[src/common/acm_regs.svh]
/*
 * Register indices, field positions, reset values and divider counts of the
 * counter array. Assumes the byte address on the bus is four times an index.
 */
`ifndef ACM_REGS_SVH
`define ACM_REGS_SVH

`define ACM_IDX_IRQ_MASK    8'hD7
`define ACM_IDX_FLAGS       8'hD8
`define ACM_IDX_ARRAY_MODE  8'hD9
`define ACM_IDX_MODE0       8'hDA
`define ACM_IDX_MODE1       8'hDB
`define ACM_IDX_MODE2       8'hDC
`define ACM_IDX_CYCLE_LEN   8'hDF
`define ACM_IDX_CNT_LO      8'hF9
`define ACM_IDX_CNT_HI      8'hFA
`define ACM_IDX_CC_LO0      8'hFB
`define ACM_IDX_CC_HI0      8'hFC
`define ACM_IDX_CC_LO1      8'hE9
`define ACM_IDX_CC_HI1      8'hEA
`define ACM_IDX_CC_LO2      8'hEB
`define ACM_IDX_CC_HI2      8'hEC

`define ACM_BIT_WIDE_PWM    7
`define ACM_BIT_CMP_EN      6
`define ACM_BIT_RISE_CAP    5
`define ACM_BIT_FALL_CAP    4
`define ACM_BIT_MATCH_FLAG  3
`define ACM_BIT_TOGGLE      2
`define ACM_BIT_PWM         1
`define ACM_BIT_IRQ_MASK    0

`define ACM_BIT_WDT_EN      6
`define ACM_TB_MSB          3
`define ACM_TB_LSB          1
`define ACM_WDT_MODULE      2

`define ACM_RST_MODE        8'h00
`define ACM_RST_BYTE        8'h00
`define ACM_RST_WORD        16'h0000
`define ACM_RST_TIMEBASE    3'h0
`define ACM_RST_WDT_EN      1'b1

`define ACM_TB_DIV12        3'h0
`define ACM_TB_DIV4         3'h1
`define ACM_TB_TIMER0       3'h2
`define ACM_TB_EXT_FALL     3'h3
`define ACM_TB_SYSCLK       3'h4
`define ACM_TB_EXT_DIV8     3'h5
`define ACM_TB_RTC_DIV8     3'h6

`define ACM_DIV12_LAST      4'hB
`define ACM_DIV4_LAST       2'h3
`define ACM_DIV8_LAST       3'h7
`define ACM_PWM_MAX_MASK    16'h07FF
`define ACM_CLSEL_MAX       2'h3

`endif

[src/common/acm_pkg.sv]
/*
 * Types of the counter array block.
 * Assumes acm_regs.svh supplies the numeric constants.
 */
package acm_pkg;
	typedef enum logic [1:0] {
		ACM_BUS_IDLE = 2'b01,
		ACM_BUS_ACK  = 2'b10
	} acm_bus_t;
	typedef logic [7:0]  acm_byte_t;
	typedef logic [15:0] acm_word_t;
endpackage

[src/acm_array.sv]
/*
 * Counter array: shared 16-bit counter, three capture/compare modules, an
 * Avalon-MM register slave with one wait state and a level interrupt.
 * Assumes one clock, synchronous active-high reset, asynchronous pins.
 */
// Local design decision: register access over Avalon-MM.
// How it works
// - Bit 7 picks 16-bit or short PWM.
// - Bit 6 enables the module comparator.
// - Bit 5 captures on input rising edge.
// - Bit 4 captures on input falling edge.
// - Bit 3 sets flag on counter match.
// - Bit 2 toggles output pin on match.
// - Bit 1 drives PWM on output pin.
// - Toggle plus PWM gives frequency output.
// - Bit 0 masks the flag interrupt request.
// - Watchdog on locks module two mode register.
// - Watchdog on locks both counter bytes.
// - Counter is 16 bits, two byte registers.
// - High byte reads snapshot taken on low read.
// - Timebase field selects the counting source.
// - Watchdog enable resets to one, enables watchdog.
// - Cycle length field gives 8 to 11 bits.
`timescale 1ns/1ps
`include "acm_regs.svh"

module acm_array
	import acm_pkg::*;
(
	input  wire logic        clk,
	input  wire logic        sys_rst,
	input  wire logic [9:0]  avs_address,
	input  wire logic        avs_read,
	input  wire logic        avs_write,
	input  wire logic [31:0] avs_writedata,
	input  wire logic [3:0]  avs_byteenable,
	output logic      [31:0] avs_readdata,
	output logic             avs_waitrequest,
	input  wire logic [2:0]  module_input_pin,
	input  wire logic        external_count_input,
	input  wire logic        ext_clock_pin,
	input  wire logic        rtc_clock_pin,
	input  wire logic        timer0_overflow,
	output logic      [2:0]  module_output_pin,
	output logic             watchdog_expired,
	output logic             irq
);
	localparam acm_byte_t MODE_IDX  [3] = '{`ACM_IDX_MODE0, `ACM_IDX_MODE1, `ACM_IDX_MODE2};
	localparam acm_byte_t CC_LO_IDX [3] = '{`ACM_IDX_CC_LO0, `ACM_IDX_CC_LO1, `ACM_IDX_CC_LO2};
	localparam acm_byte_t CC_HI_IDX [3] = '{`ACM_IDX_CC_HI0, `ACM_IDX_CC_HI1, `ACM_IDX_CC_HI2};

	acm_bus_t  bus_state, next_bus_state;
	acm_byte_t rdata, next_rdata;
	acm_byte_t mode [3];
	acm_byte_t next_mode [3];
	acm_word_t cc [3];
	acm_word_t next_cc [3];
	acm_word_t cnt, next_cnt;
	acm_byte_t snap, next_snap;
	logic [2:0] timebase, next_timebase;
	logic       watchdog_enable, next_watchdog_enable;
	logic [1:0] cycle_length_select, next_cycle_length_select;
	logic [2:0] capture_compare_flag, next_capture_compare_flag;
	logic [2:0] irq_mask, next_irq_mask;
	logic [2:0] pin_out, next_pin_out;
	logic [2:0] in_s1, in_s2, in_prev;
	logic [1:0] eci_s, ext_s, rtc_s;
	logic       eci_prev, ext_prev, rtc_prev;
	logic [3:0] pre12, next_pre12;
	logic [1:0] pre4, next_pre4;
	logic [2:0] ext_div, next_ext_div, rtc_div, next_rtc_div;
	logic       tick, tick_d, wdt_exp, next_wdt_exp;

	logic       req, take_read, take_write, wr_lo;
	acm_byte_t  idx, wbyte, rd_val;
	acm_word_t  pwm_mask;
	logic [2:0] hit, rise, fall;

	assign req             = avs_read | avs_write;
	assign idx             = avs_address[9:2];
	assign wbyte           = avs_writedata[7:0];
	assign wr_lo           = avs_byteenable[0];
	assign take_read       = avs_read & (bus_state == ACM_BUS_IDLE);
	assign take_write      = avs_write & wr_lo & (bus_state == ACM_BUS_ACK);
	assign avs_waitrequest = req & (bus_state != ACM_BUS_ACK);
	assign avs_readdata    = {24'h000000, rdata};
	assign module_output_pin = pin_out;
	assign watchdog_expired  = wdt_exp;
	assign irq = |(capture_compare_flag & irq_mask & {mode[2][`ACM_BIT_IRQ_MASK],
		mode[1][`ACM_BIT_IRQ_MASK], mode[0][`ACM_BIT_IRQ_MASK]});
	assign rise = in_s2 & ~in_prev;
	assign fall = ~in_s2 & in_prev;
	// Short PWM compares only the low 8 to 11 counter bits.
	assign pwm_mask = `ACM_PWM_MAX_MASK >> (`ACM_CLSEL_MAX - cycle_length_select);

	// Counting source and prescalers.
	always_comb begin
		next_pre12   = (pre12 == `ACM_DIV12_LAST) ? 4'h0 : pre12 + 4'h1;
		next_pre4    = pre4 + 2'h1;
		next_ext_div = ext_div + {2'h0, ext_s[1] & ~ext_prev};
		next_rtc_div = rtc_div + {2'h0, rtc_s[1] & ~rtc_prev};
		case (timebase)
			`ACM_TB_DIV12:    tick = (pre12 == `ACM_DIV12_LAST);
			`ACM_TB_DIV4:     tick = (pre4 == `ACM_DIV4_LAST);
			`ACM_TB_TIMER0:   tick = timer0_overflow;
			`ACM_TB_EXT_FALL: tick = ~eci_s[1] & eci_prev;
			`ACM_TB_SYSCLK:   tick = 1'b1;
			`ACM_TB_EXT_DIV8: tick = ext_s[1] & ~ext_prev & (ext_div == `ACM_DIV8_LAST);
			`ACM_TB_RTC_DIV8: tick = rtc_s[1] & ~rtc_prev & (rtc_div == `ACM_DIV8_LAST);
			default:          tick = 1'b0;
		endcase
	end

	// Register state, bus access and module behaviour.
	always_comb begin
		next_bus_state            = bus_state;
		next_rdata                = rdata;
		next_mode                 = mode;
		next_cc                   = cc;
		next_cnt                  = tick ? cnt + 16'h0001 : cnt;
		next_snap                 = snap;
		next_timebase             = timebase;
		next_watchdog_enable      = watchdog_enable;
		next_cycle_length_select  = cycle_length_select;
		next_capture_compare_flag = capture_compare_flag;
		next_irq_mask             = irq_mask;
		next_pin_out              = pin_out;
		next_wdt_exp              = 1'b0;
		rd_val                    = 8'h00;
		hit                       = 3'h0;

		case (bus_state)
			ACM_BUS_IDLE: if (req) next_bus_state = ACM_BUS_ACK;
			ACM_BUS_ACK:  next_bus_state = ACM_BUS_IDLE;
			default:      next_bus_state = ACM_BUS_IDLE;
		endcase

		case (idx)
			`ACM_IDX_IRQ_MASK:   rd_val = {5'h00, irq_mask};
			`ACM_IDX_FLAGS:      rd_val = {5'h00, capture_compare_flag};
			`ACM_IDX_ARRAY_MODE: rd_val = {1'b0, watchdog_enable, 2'h0, timebase, 1'b0};
			`ACM_IDX_CYCLE_LEN:  rd_val = {6'h00, cycle_length_select};
			`ACM_IDX_CNT_LO:     rd_val = cnt[7:0];
			`ACM_IDX_CNT_HI:     rd_val = snap;
			default: begin
				for (int i = 0; i < 3; i++) begin
					if (idx == MODE_IDX[i])  rd_val = mode[i];
					if (idx == CC_LO_IDX[i]) rd_val = cc[i][7:0];
					if (idx == CC_HI_IDX[i]) rd_val = cc[i][15:8];
				end
			end
		endcase
		if (take_read) begin
			next_rdata = rd_val;
			if (idx == `ACM_IDX_CNT_LO) next_snap = cnt[15:8];
		end

		if (take_write) begin
			case (idx)
				`ACM_IDX_IRQ_MASK:  next_irq_mask = wbyte[2:0];
				`ACM_IDX_FLAGS:     next_capture_compare_flag = capture_compare_flag & ~wbyte[2:0];
				`ACM_IDX_CYCLE_LEN: next_cycle_length_select = wbyte[1:0];
				`ACM_IDX_ARRAY_MODE: begin
					next_watchdog_enable = wbyte[`ACM_BIT_WDT_EN];
					if (!watchdog_enable) next_timebase = wbyte[`ACM_TB_MSB:`ACM_TB_LSB];
				end
				`ACM_IDX_CNT_LO: if (!watchdog_enable) next_cnt[7:0] = wbyte;
				`ACM_IDX_CNT_HI: if (!watchdog_enable) next_cnt[15:8] = wbyte;
				default: begin
					for (int i = 0; i < 3; i++) begin
						if (idx == MODE_IDX[i] && !(watchdog_enable && i == `ACM_WDT_MODULE))
							next_mode[i] = wbyte;
						if (idx == CC_LO_IDX[i]) begin
							next_cc[i][7:0] = wbyte;
							if (!(watchdog_enable && i == `ACM_WDT_MODULE))
								next_mode[i][`ACM_BIT_CMP_EN] = 1'b0;
						end
						if (idx == CC_HI_IDX[i]) begin
							next_cc[i][15:8] = wbyte;
							if (!(watchdog_enable && i == `ACM_WDT_MODULE))
								next_mode[i][`ACM_BIT_CMP_EN] = 1'b1;
						end
					end
				end
			endcase
		end

		for (int i = 0; i < 3; i++) begin
			if (watchdog_enable && i == `ACM_WDT_MODULE) begin
				// The watchdog module fires when the high bytes meet.
				next_wdt_exp = tick_d & (cnt[15:8] == cc[i][15:8]);
			end else if (mode[i][`ACM_BIT_CMP_EN]) begin
				if (mode[i][`ACM_BIT_TOGGLE] && mode[i][`ACM_BIT_PWM]) begin
					// Frequency output: toggle and step the low compare byte.
					hit[i] = tick_d & (cnt[7:0] == cc[i][7:0]);
					if (hit[i]) begin
						next_pin_out[i] = ~pin_out[i];
						next_cc[i][7:0] = cc[i][7:0] + cc[i][15:8];
					end
				end else if (mode[i][`ACM_BIT_PWM]) begin
					if (mode[i][`ACM_BIT_WIDE_PWM]) begin
						hit[i] = tick_d & (cnt == cc[i]);
						next_pin_out[i] = (cnt < cc[i]);
					end else begin
						hit[i] = tick_d & ((cnt & pwm_mask) == (cc[i] & pwm_mask));
						next_pin_out[i] = ((cnt & pwm_mask) < (cc[i] & pwm_mask));
					end
				end else begin
					hit[i] = tick_d & (cnt == cc[i]);
					if (hit[i] && mode[i][`ACM_BIT_TOGGLE])
						next_pin_out[i] = ~pin_out[i];
				end
				if (hit[i] && mode[i][`ACM_BIT_MATCH_FLAG])
					next_capture_compare_flag[i] = 1'b1;
			end
			// Capture wins over a same-cycle bus write, and any set wins over a clear.
			if ((rise[i] && mode[i][`ACM_BIT_RISE_CAP]) ||
			    (fall[i] && mode[i][`ACM_BIT_FALL_CAP])) begin
				next_cc[i] = cnt;
				next_capture_compare_flag[i] = 1'b1;
			end
		end
	end

	always_ff @(posedge clk) begin
		in_s1    <= module_input_pin;
		in_s2    <= in_s1;
		in_prev  <= in_s2;
		eci_s    <= {eci_s[0], external_count_input};
		ext_s    <= {ext_s[0], ext_clock_pin};
		rtc_s    <= {rtc_s[0], rtc_clock_pin};
		eci_prev <= eci_s[1];
		ext_prev <= ext_s[1];
		rtc_prev <= rtc_s[1];
		if (sys_rst) begin
			bus_state            <= ACM_BUS_IDLE;
			rdata                <= `ACM_RST_BYTE;
			mode                 <= '{`ACM_RST_MODE, `ACM_RST_MODE, `ACM_RST_MODE};
			cc                   <= '{`ACM_RST_WORD, `ACM_RST_WORD, `ACM_RST_WORD};
			cnt                  <= `ACM_RST_WORD;
			snap                 <= `ACM_RST_BYTE;
			timebase             <= `ACM_RST_TIMEBASE;
			watchdog_enable      <= `ACM_RST_WDT_EN;
			cycle_length_select  <= 2'h0;
			capture_compare_flag <= 3'h0;
			irq_mask             <= 3'h0;
			pin_out              <= 3'h0;
			pre12                <= 4'h0;
			pre4                 <= 2'h0;
			ext_div              <= 3'h0;
			rtc_div              <= 3'h0;
			tick_d               <= 1'b0;
			wdt_exp              <= 1'b0;
		end else begin
			bus_state            <= next_bus_state;
			rdata                <= next_rdata;
			mode                 <= next_mode;
			cc                   <= next_cc;
			cnt                  <= next_cnt;
			snap                 <= next_snap;
			timebase             <= next_timebase;
			watchdog_enable      <= next_watchdog_enable;
			cycle_length_select  <= next_cycle_length_select;
			capture_compare_flag <= next_capture_compare_flag;
			irq_mask             <= next_irq_mask;
			pin_out              <= next_pin_out;
			pre12                <= next_pre12;
			pre4                 <= next_pre4;
			ext_div              <= next_ext_div;
			rtc_div              <= next_rtc_div;
			tick_d               <= tick;
			wdt_exp              <= next_wdt_exp;
		end
	end
endmodule

[config.mk]
export PLATFORM = sky130hd
export DESIGN_NAME = acm_array
export DESIGN_NICKNAME = d
export VERILOG_FILES = /design/src/common/acm_pkg.sv /design/src/acm_array.sv
export VERILOG_INCLUDE_DIRS = /design/src /design/src/common
export SDC_FILE = /design/constraint.sdc
export NUM_CORES = 1
export LEC_CHECK = 0
export BUFFER_PORTS_ARGS = -buffer_cell sky130_fd_sc_hd__buf_2
export CAP_MARGIN = 30
export CORE_UTILIZATION = 30
export CTS_BUF_LIST = sky130_fd_sc_hd__clkbuf_16
export DETAILED_ROUTE_END_ITERATION = 6
export HOLD_SLACK_MARGIN = 0.05
export SETUP_SLACK_MARGIN = 0.02
export SYNTH_ARGS = -nofsm -noshare
export SYNTH_HDL_FRONTEND = slang
export SYNTH_SLANG_ARGS = --single-unit
[constraint.sdc]
create_clock -name clk -period 2.4 [get_ports clk]
set_clock_uncertainty 0.2 [all_clocks]
set_input_delay 0.48 -clock clk [delete_from_list [all_inputs] [get_ports clk]]
set_output_delay 0.48 -clock clk [all_outputs]
set_load 0.005 [all_outputs]
==> flow_summary_export.csv, run 1 <==
group,metric,value,unit
run_status,outcome,"complete, no violations",
power,leakage,0.00534,uW
layout,final_util,39.6,%
yosys,yosysWarnings,0,
yosys,synth.ff_latch_count,153,
yosys,synthMuxAreaShare,7.73,%
detailed_routing,final_antenna_net_count,0,
yosys,synth_top_area_share,29.8,%
sta,worstMarginPinSlew,0.785,ns
setup_path,reg2reg_from,"cc[20]$_SDFF_PP0_",
clock_tree,cts_buffers,17,
sta,slew_viol_final,0,
layout,multiInputGateArea,0.00689,mm^2
grt,grt_max_degree,54,
clock_tree,cts_max_path_buffers,2,
sta,max_freq,418,MHz
setup_path,start_kind,"register",
sta,rsz0062_at_grt,"true",
setup_path,critPathKind,"reg -> reg",
grt,grt_pass1_vias,9773,
die,die_w,187,um
yosys,ys.flop_type,"dfxtp_1",
detailed_routing,dr.pass1.iters,6,
grt,antenna_found_initial,0,
yosys,yosys.area_share.simple,20.6,%
setup_path,crit_required,2.54,ns
die,num_rows,67,
yosys,synth_edf_count,0,
placement,gp_congestion,1.01,
placement,postPlaceCellArea,0.0123,mm^2
placement,dpl.cell_count,1883,
sta,finalCriticalPeriod,2.39,ns
clock_tree,cts_root_buf,"clkbuf_16",
detailed_routing,wire_per_inst,20.8,um
clock_tree,clk_pin_slew,0.06,ns
yosys,yosysSeqAreaShare,29.8,%
detailed_routing,via_per_inst,5.51,
yosys,syn_area,0.0103,mm^2
yosys,synth_fa_ha_area_share,10.9,%
layout,ff_latch_area,0.00311,mm^2
layout,nNetsFinal,1606,
grt,grt-ovfl-total,0,
yosys,netlist-cell-type-count,72,
sta,relSlewSlack,47.3,%
yosys,synthXorXnorAreaFrac,2.30,%
setup_path,arrival,2.54,ns
setup_path,crit_path_max_fanout,4,
yosys,synth_compound_area_share,21.2,%
layout,finalNonFillerCells,1921,
clock_tree,cts.sinks,153,
sta,setup_violations,0,
clock_tree,clkLatencyLatePin,0.45,ns
detailed_routing,vias,10600,
die,pin_count,95,
detailed_routing,drt_wl_total,40.0,mm
detailed_routing,first_iter_violations,1318,
yosys,netlist_top_cells_area,"dfxtp_1 30%, ha_1 10%, mux2i_1 7.5%",
layout,layout-drive-gt1-share,24.5,%
setup_path,endpoint_kind,"register",
yosys,synth_top_area_cell,"dfxtp_1",
power,p_per_area,421,mW/mm^2
layout,fill_cells,3377,
clock_tree,tritoncts,"built",
layout,num_antenna_cells,0,
yosys,synth_top_family_by_area,"compound AO/OA/AOI/OAI gates",
grt,grt_pass1_wl,59.9,mm
power,power.total,5600,uW
hold_path,worstHoldStart,"ext_s[0]$_DFF_P_",
yosys,netlist_instances,1267,
yosys,async_reset_ff_share,0,%
yosys,syn_avg_cell_area,8.10,um^2
die,start_util,30.5,%
setup_path,cp-startpoint,"cc[20]$_SDFF_PP0_",
sta,hold_viol,0,
layout,final_area,0.0133,mm^2
power,peakVddDrop,511,uV
die,die_h,187,um
detailed_routing,drc,0,
hold_path,hold_path.class,"reg -> reg",
placement,dpl.hpwl,30.3,mm
placement,io_buffer_count,41,
clock_tree,h-tree-depth,4,
flow_run,drv_cap,0,
layout,area_delta_synth_final,29.6,%
sta,setup_tns,0,ns
die,core,0.0336,mm^2
grt,grt_util_all_layers,22.6,%
sta,final.period_utilization,99.8,%
die,die_area,0.0350,mm^2
[path summary, 6_finish.rpt]
check / cells past startpoint / slack [ns] / endpoint
setup / recovery: 8 / 0.006 / cc[23]$_SDFF_PP0_
hold / removal: 0 / 0.13 / ext_s[1]$_DFF_P_
setup reg to reg: 8 / 0.006 / cc[23]$_SDFF_PP0_
hold reg to reg: 0 / 0.13 / ext_s[1]$_DFF_P_
[area by class of cell]
cell class,instances,area share [%]
multi-input cells,966,51.7
flip-flops and latches,153,23.4
repair buffers,252,14.5
well taps,448,4.21
clock buffers,17,3.20
inverters,71,2.04
clock inverters,14,0.912
[layer usage]
| metal | vias up | wire, um | track usage [%] |
|---|---|---|---|
| li1 | 4951 | - | - |
| met5 | - | 0 | 0 |
| met3 | 76 | 3330 | 3.81 |
| met4 | 0 | 1180 | 7.85 |
| met1 | 5055 | 17500 | 31.0 |
| met2 | 508 | 18000 | 35.7 |
[flip-flops by register name, indices dropped and copies added (netlist names), 4 cells and up, named ones only]
register and count:
rdata 8, cnt 16, mode 23, cc 48, pre12 4, snap 8
[critical path, cell delays in order (launching register included)]
cell      delay, ns
dfxtp_2        0.33
inv_1          0.07
ha_4           0.28
nand3_4        0.06
or4_4          0.52
a31oi_1        0.15
a21oi_1        0.06
or3_1          0.36
a311oi_1       0.25
[cell usage after synthesis, types with 4 or more instances]
master and number:
nand4_1 13, a32oi_1 4, inv_1 70, a311oi_1 9, a221oi_1 6, or2_2 4, nor3_1 34, buf_4 24
nor4_1 8, a21o_1 16, mux2i_1 77, xor2_1 5, buf_1 7, o21bai_1 4, dfxtp_1 153, clkbuf_1 65
ha_1 85, nand4b_1 5, o21a_1 5, nor2b_1 16, a21oi_1 64, o21ai_0 65, nand3b_1 5, and3_1 7
o211ai_1 22, nand2_1 83, o2111ai_1 4, and4_1 7, and2_1 6, nor3b_1 6, nand2b_1 11, a22o_1 4
nand3_1 44, or3_1 11, a22oi_1 15, a31oi_1 9, o221ai_1 4, xnor2_1 22, o22ai_1 14, a211oi_1 56
nor2_1 142
[cell families (layout without fill, tap and decap cells)]
kind of cell	count (synthesis)	count (layout)
AO/OA/AOI/OAI	327	327
XOR/XNOR	27	27
adder cells (fa/ha/maj)	88	88
buffers and inverters	171	354
flip-flops	153	153
multiplexers	79	79
other	1	24
AND/OR/NAND/NOR	421	421
[cell usage in the layout (no fill, tap or decap), types with 9 or more instances in the layout]
cell	n
buf_4	191
nor2_1	142
dfxtp_1	130
nand2_1	82
mux2i_1	77
ha_1	68
inv_1	64
a21oi_1	61
o21ai_0	59
a211oi_1	54
nand3_1	42
buf_2	40
nor3_1	30
conb_1	24
o211ai_1	22
xnor2_1	22
ha_4	17
clkbuf_16	17
nor2b_1	16
a21o_1	16
a22oi_1	15
dfxtp_2	15
o22ai_1	14
nand4_1	13
nand2b_1	11
or3_1	10
a31oi_1	9
[repair_timing]
action	4_1_cts	5_1_grt
buffers inserted	0	1
cloned	0	0
setup endpoints to repair	4	20
resized for setup	26	68
pin swaps	4	16
hold buffers	6	0
hold endpoints to repair	6	0
[report_power, final]
| part | switching (uW) | internal (uW) |
|---|---|---|
| clock | 1180 | 1430 |
| combinational | 251 | 145 |
| sequential | 22.9 | 2570 |
| total | 1450 | 4140 |
[metrics by stage]
stage	setup WS, ns	hold WS (ns)
finish	0.00554	0.127
floorplan	-0.00427	0.110
global route	-0.0668	0.135
CTS	0.00596	0.127
detailed placement	-0.176	0.112
global placement	-0.177	0.110
No activity file was read; power rests on OpenSTA's default activity.
==> run 2, diff against run 1 <==
==> constraint.sdc (replaced) <==
create_clock -name clk -period 2.36 [get_ports clk]
set_clock_uncertainty 0.2 [all_clocks]
set_input_delay 0.472 -clock clk [delete_from_list [all_inputs] [get_ports clk]]
set_output_delay 0.472 -clock clk [all_outputs]
set_load 0.005 [all_outputs]
==> flow_summary_export.csv, run 2 (synthesized netlist as in run 1, its figures left out) <==
group,metric,value,unit
layout,largest_reg_flops,48,
layout,finalNonFillerCells,1947,
setup_path,rr_worst_depth,10,
hold_path,hold_path.class,"reg -> reg",
placement,gp_congestion,0.987,
clock_tree,cts.sinks,153,
setup_path,reg2reg_from,"cnt[0]$_SDFF_PP0_",
layout,final_area,0.0137,mm^2
grt,grt_util_all_layers,23.5,%
setup_path,r2r_end,"cc[23]$_SDFF_PP0_",
die,num_rows,67,
hold_path,min_to,"ext_s[1]$_DFF_P_",
sta,setup_violations,2,
setup_path,critPathKind,"reg -> reg",
setup_path,start_kind,"register",
grt,grt_max_degree,39,
clock_tree,clkLatencyLatePin,0.45,ns
clock_tree,tritoncts,"built",
sta,relSlewSlack,53.1,%
sta,setup_tns,-0.0535,ns
layout,layout-drive-gt1-share,27.3,%
hold_path,hold_depth,0,
clock_tree,cts_buffers,17,
setup_path,cpLargestDelayFamily,"simple AND/OR/NAND/NOR gates",
die,die_area,0.0350,mm^2
placement,dpl.hpwl,31.1,mm
setup_path,reg2reg_setup_slack,-0.04,ns
setup_path,worst-path-buf-inv,3,
layout,area_delta_synth_final,33.0,%
sta,max_freq,417,MHz
sta,finalCriticalPeriod,2.40,ns
run_status,violations,"negative setup slack",
sta,worstMarginPinSlew,0.700,ns
layout,nNetsFinal,1630,
detailed_routing,dr.pass1.iters,6,
setup_path,crit_path_max_fanout,3,
clock_tree,h-tree-depth,4,
setup_path,cp_slowest_cell,"or3_1",
grt,grt_pass1_wl,62.5,mm
power,peakVddDrop,489,uV
sta,final.period_utilization,102,%
hold_path,worstHoldStart,"ext_s[0]$_DFF_P_",
setup_path,cpMostUsedCell,"buf_4",
detailed_routing,vias,10700,
placement,dpl.cell_count,1898,
layout,final_common_cell,"buf_4",
grt,grt-ovfl-total,0,
sta,rsz0062_at_grt,"true",
setup_path,endpoint_kind,"register",
flow_run,drv_cap,0,
setup_path,max_stage_delay,0.38,ns
detailed_routing,wire_per_inst,21.3,um
setup_path,crit_chain,"inv_4, ha_4, nand4_1, buf_4, nor3_2, buf_4, and4_4, nor4_2, or3_1, a311oi_1",
detailed_routing,final_antenna_net_count,0,
layout,fill_cells,3366,
detailed_routing,via_per_inst,5.52,
setup_path,crit_required,2.50,ns
detailed_routing,drt_wl_total,41.5,mm
layout,largest-register,"cc",
placement,postPlaceCellArea,0.0124,mm^2
clock_tree,cts_root_buf,"clkbuf_16",
clock_tree,cts_max_path_buffers,2,
die,pin_count,95,
power,p_per_area,420,mW/mm^2
power,leakage,0.00548,uW
sta,hold_viol,0,
detailed_routing,first_iter_violations,1205,
die,start_util,30.5,%
sta,fin_hold_ws,0.126,ns
die,die_h,187,um
detailed_routing,drc,0,
setup_path,arrival,2.54,ns
grt,grt_pass1_vias,10200,
layout,final_cell_mix,"211 x buf_4, 140 x nor2_1, 128 x dfxtp_1",
placement,place_ws,-0.242,ns
sta,slew_viol_final,0,
die,die_w,187,um
run_status,outcome,"complete, but fails checks",
die,core,0.0336,mm^2
sta,setup_ws,-0.0402,ns
layout,reg.largest.list,"cc: 48 flops, mode: 23 flops, cnt: 16 flops",
clock_tree,clk_pin_slew,0.07,ns
grt,antenna_found_initial,0,
placement,io_buffer_count,41,
[run 2: cell types whose count changed in the layout (fill, tap and decap cells not counted), sizes merged]
cell      previous run  this run
buf                246       270
clkinv               8         4
clkinvlp             0         5
diode                0         1
[run 2: area by class of cell]
| class | count | area, um^2 | area share, % |
|---|---|---|---|
| Tap cell | 448 | 561 | 4.10 |
| Timing Repair Buffer | 276 | 2140 | 15.7 |
| Clock buffer | 17 | 425 | 3.11 |
| Sequential cell | 153 | 3110 | 22.8 |
| Clock inverter | 15 | 128 | 0.934 |
| Inverter | 71 | 269 | 1.97 |
| Antenna cell | 1 | 2.50 | 0.0183 |
| Multi-Input combinational cell | 966 | 7020 | 51.4 |
[run 2: how the worst max path moves through the flow]
stage | from | end | slack [ns] | cells past startpoint
floorplan | cnt[0]$_SDFF_PP0_ | cc[22]$_SDFF_PP0_ | -0.004 | 8
global placement | avs_address[4] | rdata[4]$_SDFFE_PP0P_ | -0.24 | 8
detailed placement | avs_address[4] | rdata[4]$_SDFFE_PP0P_ | -0.24 | 8
CTS | cnt[2]$_SDFF_PP0_ | cc[23]$_SDFF_PP0_ | -0.07 | 7
global route | cc[18]$_SDFF_PP0_ | cc[23]$_SDFF_PP0_ | -0.10 | 8
finish | cnt[0]$_SDFF_PP0_ | cc[23]$_SDFF_PP0_ | -0.04 | 10
[run 2: routing by layer]
metal  global-route usage (%)  part of all wire [%]  vias up
li1                         -                     -     5015
met1                     32.7                    44     5146
met2                     36.4                    44      497
met3                     3.73                   7.7       91
met4                     8.29                   3.5        0
met5                        0                     0        -
[run 2: where the power goes]
group | internal, uW | switching, uW | total [uW]
Clock | 1450 | 1250 | 2700
Combinational | 147 | 258 | 405
Sequential | 2610 | 23.2 | 2640
Total | 4210 | 1530 | 5740
[run 2: stage by stage]
| step | total power [uW] | utilization (%) |
|---|---|---|
| after global routing | 5910 | 40.6 |
| after CTS | 5760 | 39.5 |
| final | 5740 | 40.6 |
| after floorplan | 2910 | - |
| after global placement | 3090 | 36.9 |
| after detailed placement | 3090 | 36.9 |
[run 2: repair_timing]
action	CTS	global route
resized for setup	44	81
hold buffers	6	0
buffers inserted	5	7
pin swaps	15	30
hold endpoints to repair	6	0
endpoints found under the setup margin	13	39
[run 2: worst reg2reg max path: cells and delay by family (launching register included)]
kind            cells  cell delay [ns]
buf+inv             3             0.40
flops               1             0.35
fa+ha+maj           1             0.25
simple gates        5             0.88
compound gates      1             0.21
==> run 3, diff against run 2 <==
--- a/config.mk
+++ b/config.mk
@@ -12,6 +12,7 @@
 export CTS_BUF_LIST = sky130_fd_sc_hd__clkbuf_16
 export DETAILED_ROUTE_END_ITERATION = 6
 export HOLD_SLACK_MARGIN = 0.05
+export RECOVER_POWER = 25
 export SETUP_SLACK_MARGIN = 0.02
 export SYNTH_ARGS = -nofsm -noshare
 export SYNTH_HDL_FRONTEND = slang
==> flow_summary_export.csv, run 3 (synthesized netlist as in run 1, its figures left out) <==
group,metric,value,unit
setup_path,crit_required,2.50,ns
layout,area_delta_synth_final,32.9,%
die,die_h,187,um
detailed_routing,wire_per_inst,21.2,um
placement,gp_congestion,0.987,
detailed_routing,final_antenna_net_count,0,
layout,final_cell_mix,"209 x buf_4, 140 x nor2_1, 128 x dfxtp_1",
placement,io_buffer_count,41,
clock_tree,cts_max_path_buffers,2,
power,power.total,5730,uW
sta,fin_hold_ws,0.126,ns
sta,setup_violations,2,
die,num_rows,67,
sta,setup_ws,-0.0443,ns
flow_run,drv_cap,0,
sta,worstMarginPinSlew,0.729,ns
setup_path,critPathKind,"reg -> reg",
run_status,outcome,"complete, but fails checks",
die,core,0.0336,mm^2
layout,fill_cells,3366,
clock_tree,clkLatencyLatePin,0.45,ns
clock_tree,h-tree-depth,4,
sta,relSlewSlack,51.4,%
die,die_area,0.0350,mm^2
sta,hold_viol,0,
clock_tree,clk_pin_slew,0.07,ns
layout,largest-register,"cc",
clock_tree,cts_buffers,17,
run_status,violations,"negative setup slack",
setup_path,max_stage_delay,0.38,ns
grt,grt-ovfl-total,0,
sta,rsz0062_at_grt,"true",
hold_path,worstHoldStart,"ext_s[0]$_DFF_P_",
layout,final_common_cell,"buf_4",
setup_path,endpoint_kind,"register",
hold_path,hold_depth,0,
setup_path,start_kind,"register",
detailed_routing,via_per_inst,5.48,
setup_path,r2r_end,"cc[23]$_SDFF_PP0_",
layout,final_area,0.0136,mm^2
sta,slew_viol_final,0,
die,start_util,30.5,%
setup_path,cp_slowest_cell,"or3_1",
setup_path,crit_path_max_fanout,3,
layout,reg.largest.list,"cc: 48 flops, mode: 23 flops, cnt: 16 flops",
setup_path,reg2reg_setup_slack,-0.04,ns
sta,final.period_utilization,102,%
layout,num_antenna_cells,0,
die,die_w,187,um
setup_path,reg2reg_from,"cnt[0]$_SDFF_PP0_",
setup_path,cpMostUsedCell,"buf_4",
layout,layout-drive-gt1-share,27.0,%
grt,grt_pass1_vias,10200,
grt,grt_max_degree,39,
grt,grt_util_all_layers,23.5,%
power,peakVddDrop,491,uV
placement,postPlaceCellArea,0.0124,mm^2
hold_path,hold_path.class,"reg -> reg",
sta,max_freq,416,MHz
setup_path,rr_worst_depth,10,
power,p_per_area,420,mW/mm^2
clock_tree,cts_root_buf,"clkbuf_16",
detailed_routing,dr.pass1.iters,5,
clock_tree,cts.sinks,153,
setup_path,crit_chain,"inv_4, ha_4, nand4_1, buf_4, nor3_2, buf_4, and4_4, nor4_2, or3_1, a311oi_1",
clock_tree,tritoncts,"built",
grt,grt_pass1_wl,62.5,mm
power,leakage,0.00547,uW
placement,dpl.hpwl,31.1,mm
sta,finalCriticalPeriod,2.40,ns
detailed_routing,vias,10700,
grt,antenna_found_initial,0,
layout,largest_reg_flops,48,
hold_path,min_to,"ext_s[1]$_DFF_P_",
detailed_routing,drt_wl_total,41.3,mm
detailed_routing,drc,0,
layout,multiInputGateArea,0.00702,mm^2
setup_path,arrival,2.55,ns
layout,ff_latch_area,0.00311,mm^2
die,pin_count,95,
layout,nNetsFinal,1630,
detailed_routing,first_iter_violations,1196,
## run 3: power breakdown
group	switching (uW)	total (uW)	internal, uW	leakage, uW
logic	258	402	145	0.00395
clock network	1240	2690	1450	0.000263
registers	23.3	2640	2610	0.00126
total	1520	5730	4210	0.00547
## run 3: layer usage
| layer | GRT usage [%] | up-vias | share of wire, % |
|---|---|---|---|
| li1 | - | 5012 | - |
| met1 | 32.7 | 5125 | 45 |
| met2 | 36.4 | 442 | 44 |
| met3 | 3.73 | 86 | 7.4 |
| met4 | 8.29 | 0 | 3.4 |
| met5 | 0 | - | 0 |
## run 3: how the worst max path moves through the flow
stage / startpoint / endpoint / slack [ns] / cells after the start
finish: cnt[0]$_SDFF_PP0_ / cc[23]$_SDFF_PP0_ / -0.04 / 10
global route: cc[18]$_SDFF_PP0_ / cc[23]$_SDFF_PP0_ / -0.10 / 8
CTS: cnt[2]$_SDFF_PP0_ / cc[23]$_SDFF_PP0_ / -0.07 / 7
detailed placement: avs_address[4] / rdata[4]$_SDFFE_PP0P_ / -0.24 / 8
global placement: avs_address[4] / rdata[4]$_SDFFE_PP0P_ / -0.24 / 8
floorplan: cnt[0]$_SDFF_PP0_ / cc[22]$_SDFF_PP0_ / -0.004 / 8
## run 3: worst max-delay path, delay by kind of cell (launching register included)
family                   cells  cell delay [ns]
flip-flops                   1             0.35
buffers and inverters        3             0.39
AO/OA/AOI/OAI                1             0.21
adder cells (fa/ha/maj)      1             0.25
AND/OR/NAND/NOR              5             0.88
## run 3: area by class of cell
| cell class | instances | share of cell area (%) |
|---|---|---|
| multi-input cells | 966 | 51.4 |
| flip-flops and latches | 153 | 22.8 |
| repair buffers | 276 | 15.6 |
| well taps | 448 | 4.11 |
| clock buffers | 17 | 3.12 |
| inverters | 71 | 1.97 |
| clock inverters | 15 | 0.935 |
## run 3: what timing repair did
item                                    CTS  global route
pin swaps                                15            30
gates resized for setup                  44            81
cloned                                    0             0
endpoints found under the setup margin   13            39
hold buffers                              6             0
buffers inserted                          5             7
endpoints found under the hold margin     6             0
## run 3: through the flow
step	setup WS, ns	utilization (%)	TNS (ns)	instances
5_1_grt	-0.103	40.6	-0.339	1946
3_5_place_dp	-0.242	36.9	-6.44	1898
4_1_cts	-0.0737	39.5	-0.0927	1941
2_1_floorplan	-0.00410	-	-0.00410	1290
6_report	-0.0443	40.6	-0.0566	1946
3_3_place_gp	-0.237	36.9	-5.46	1898
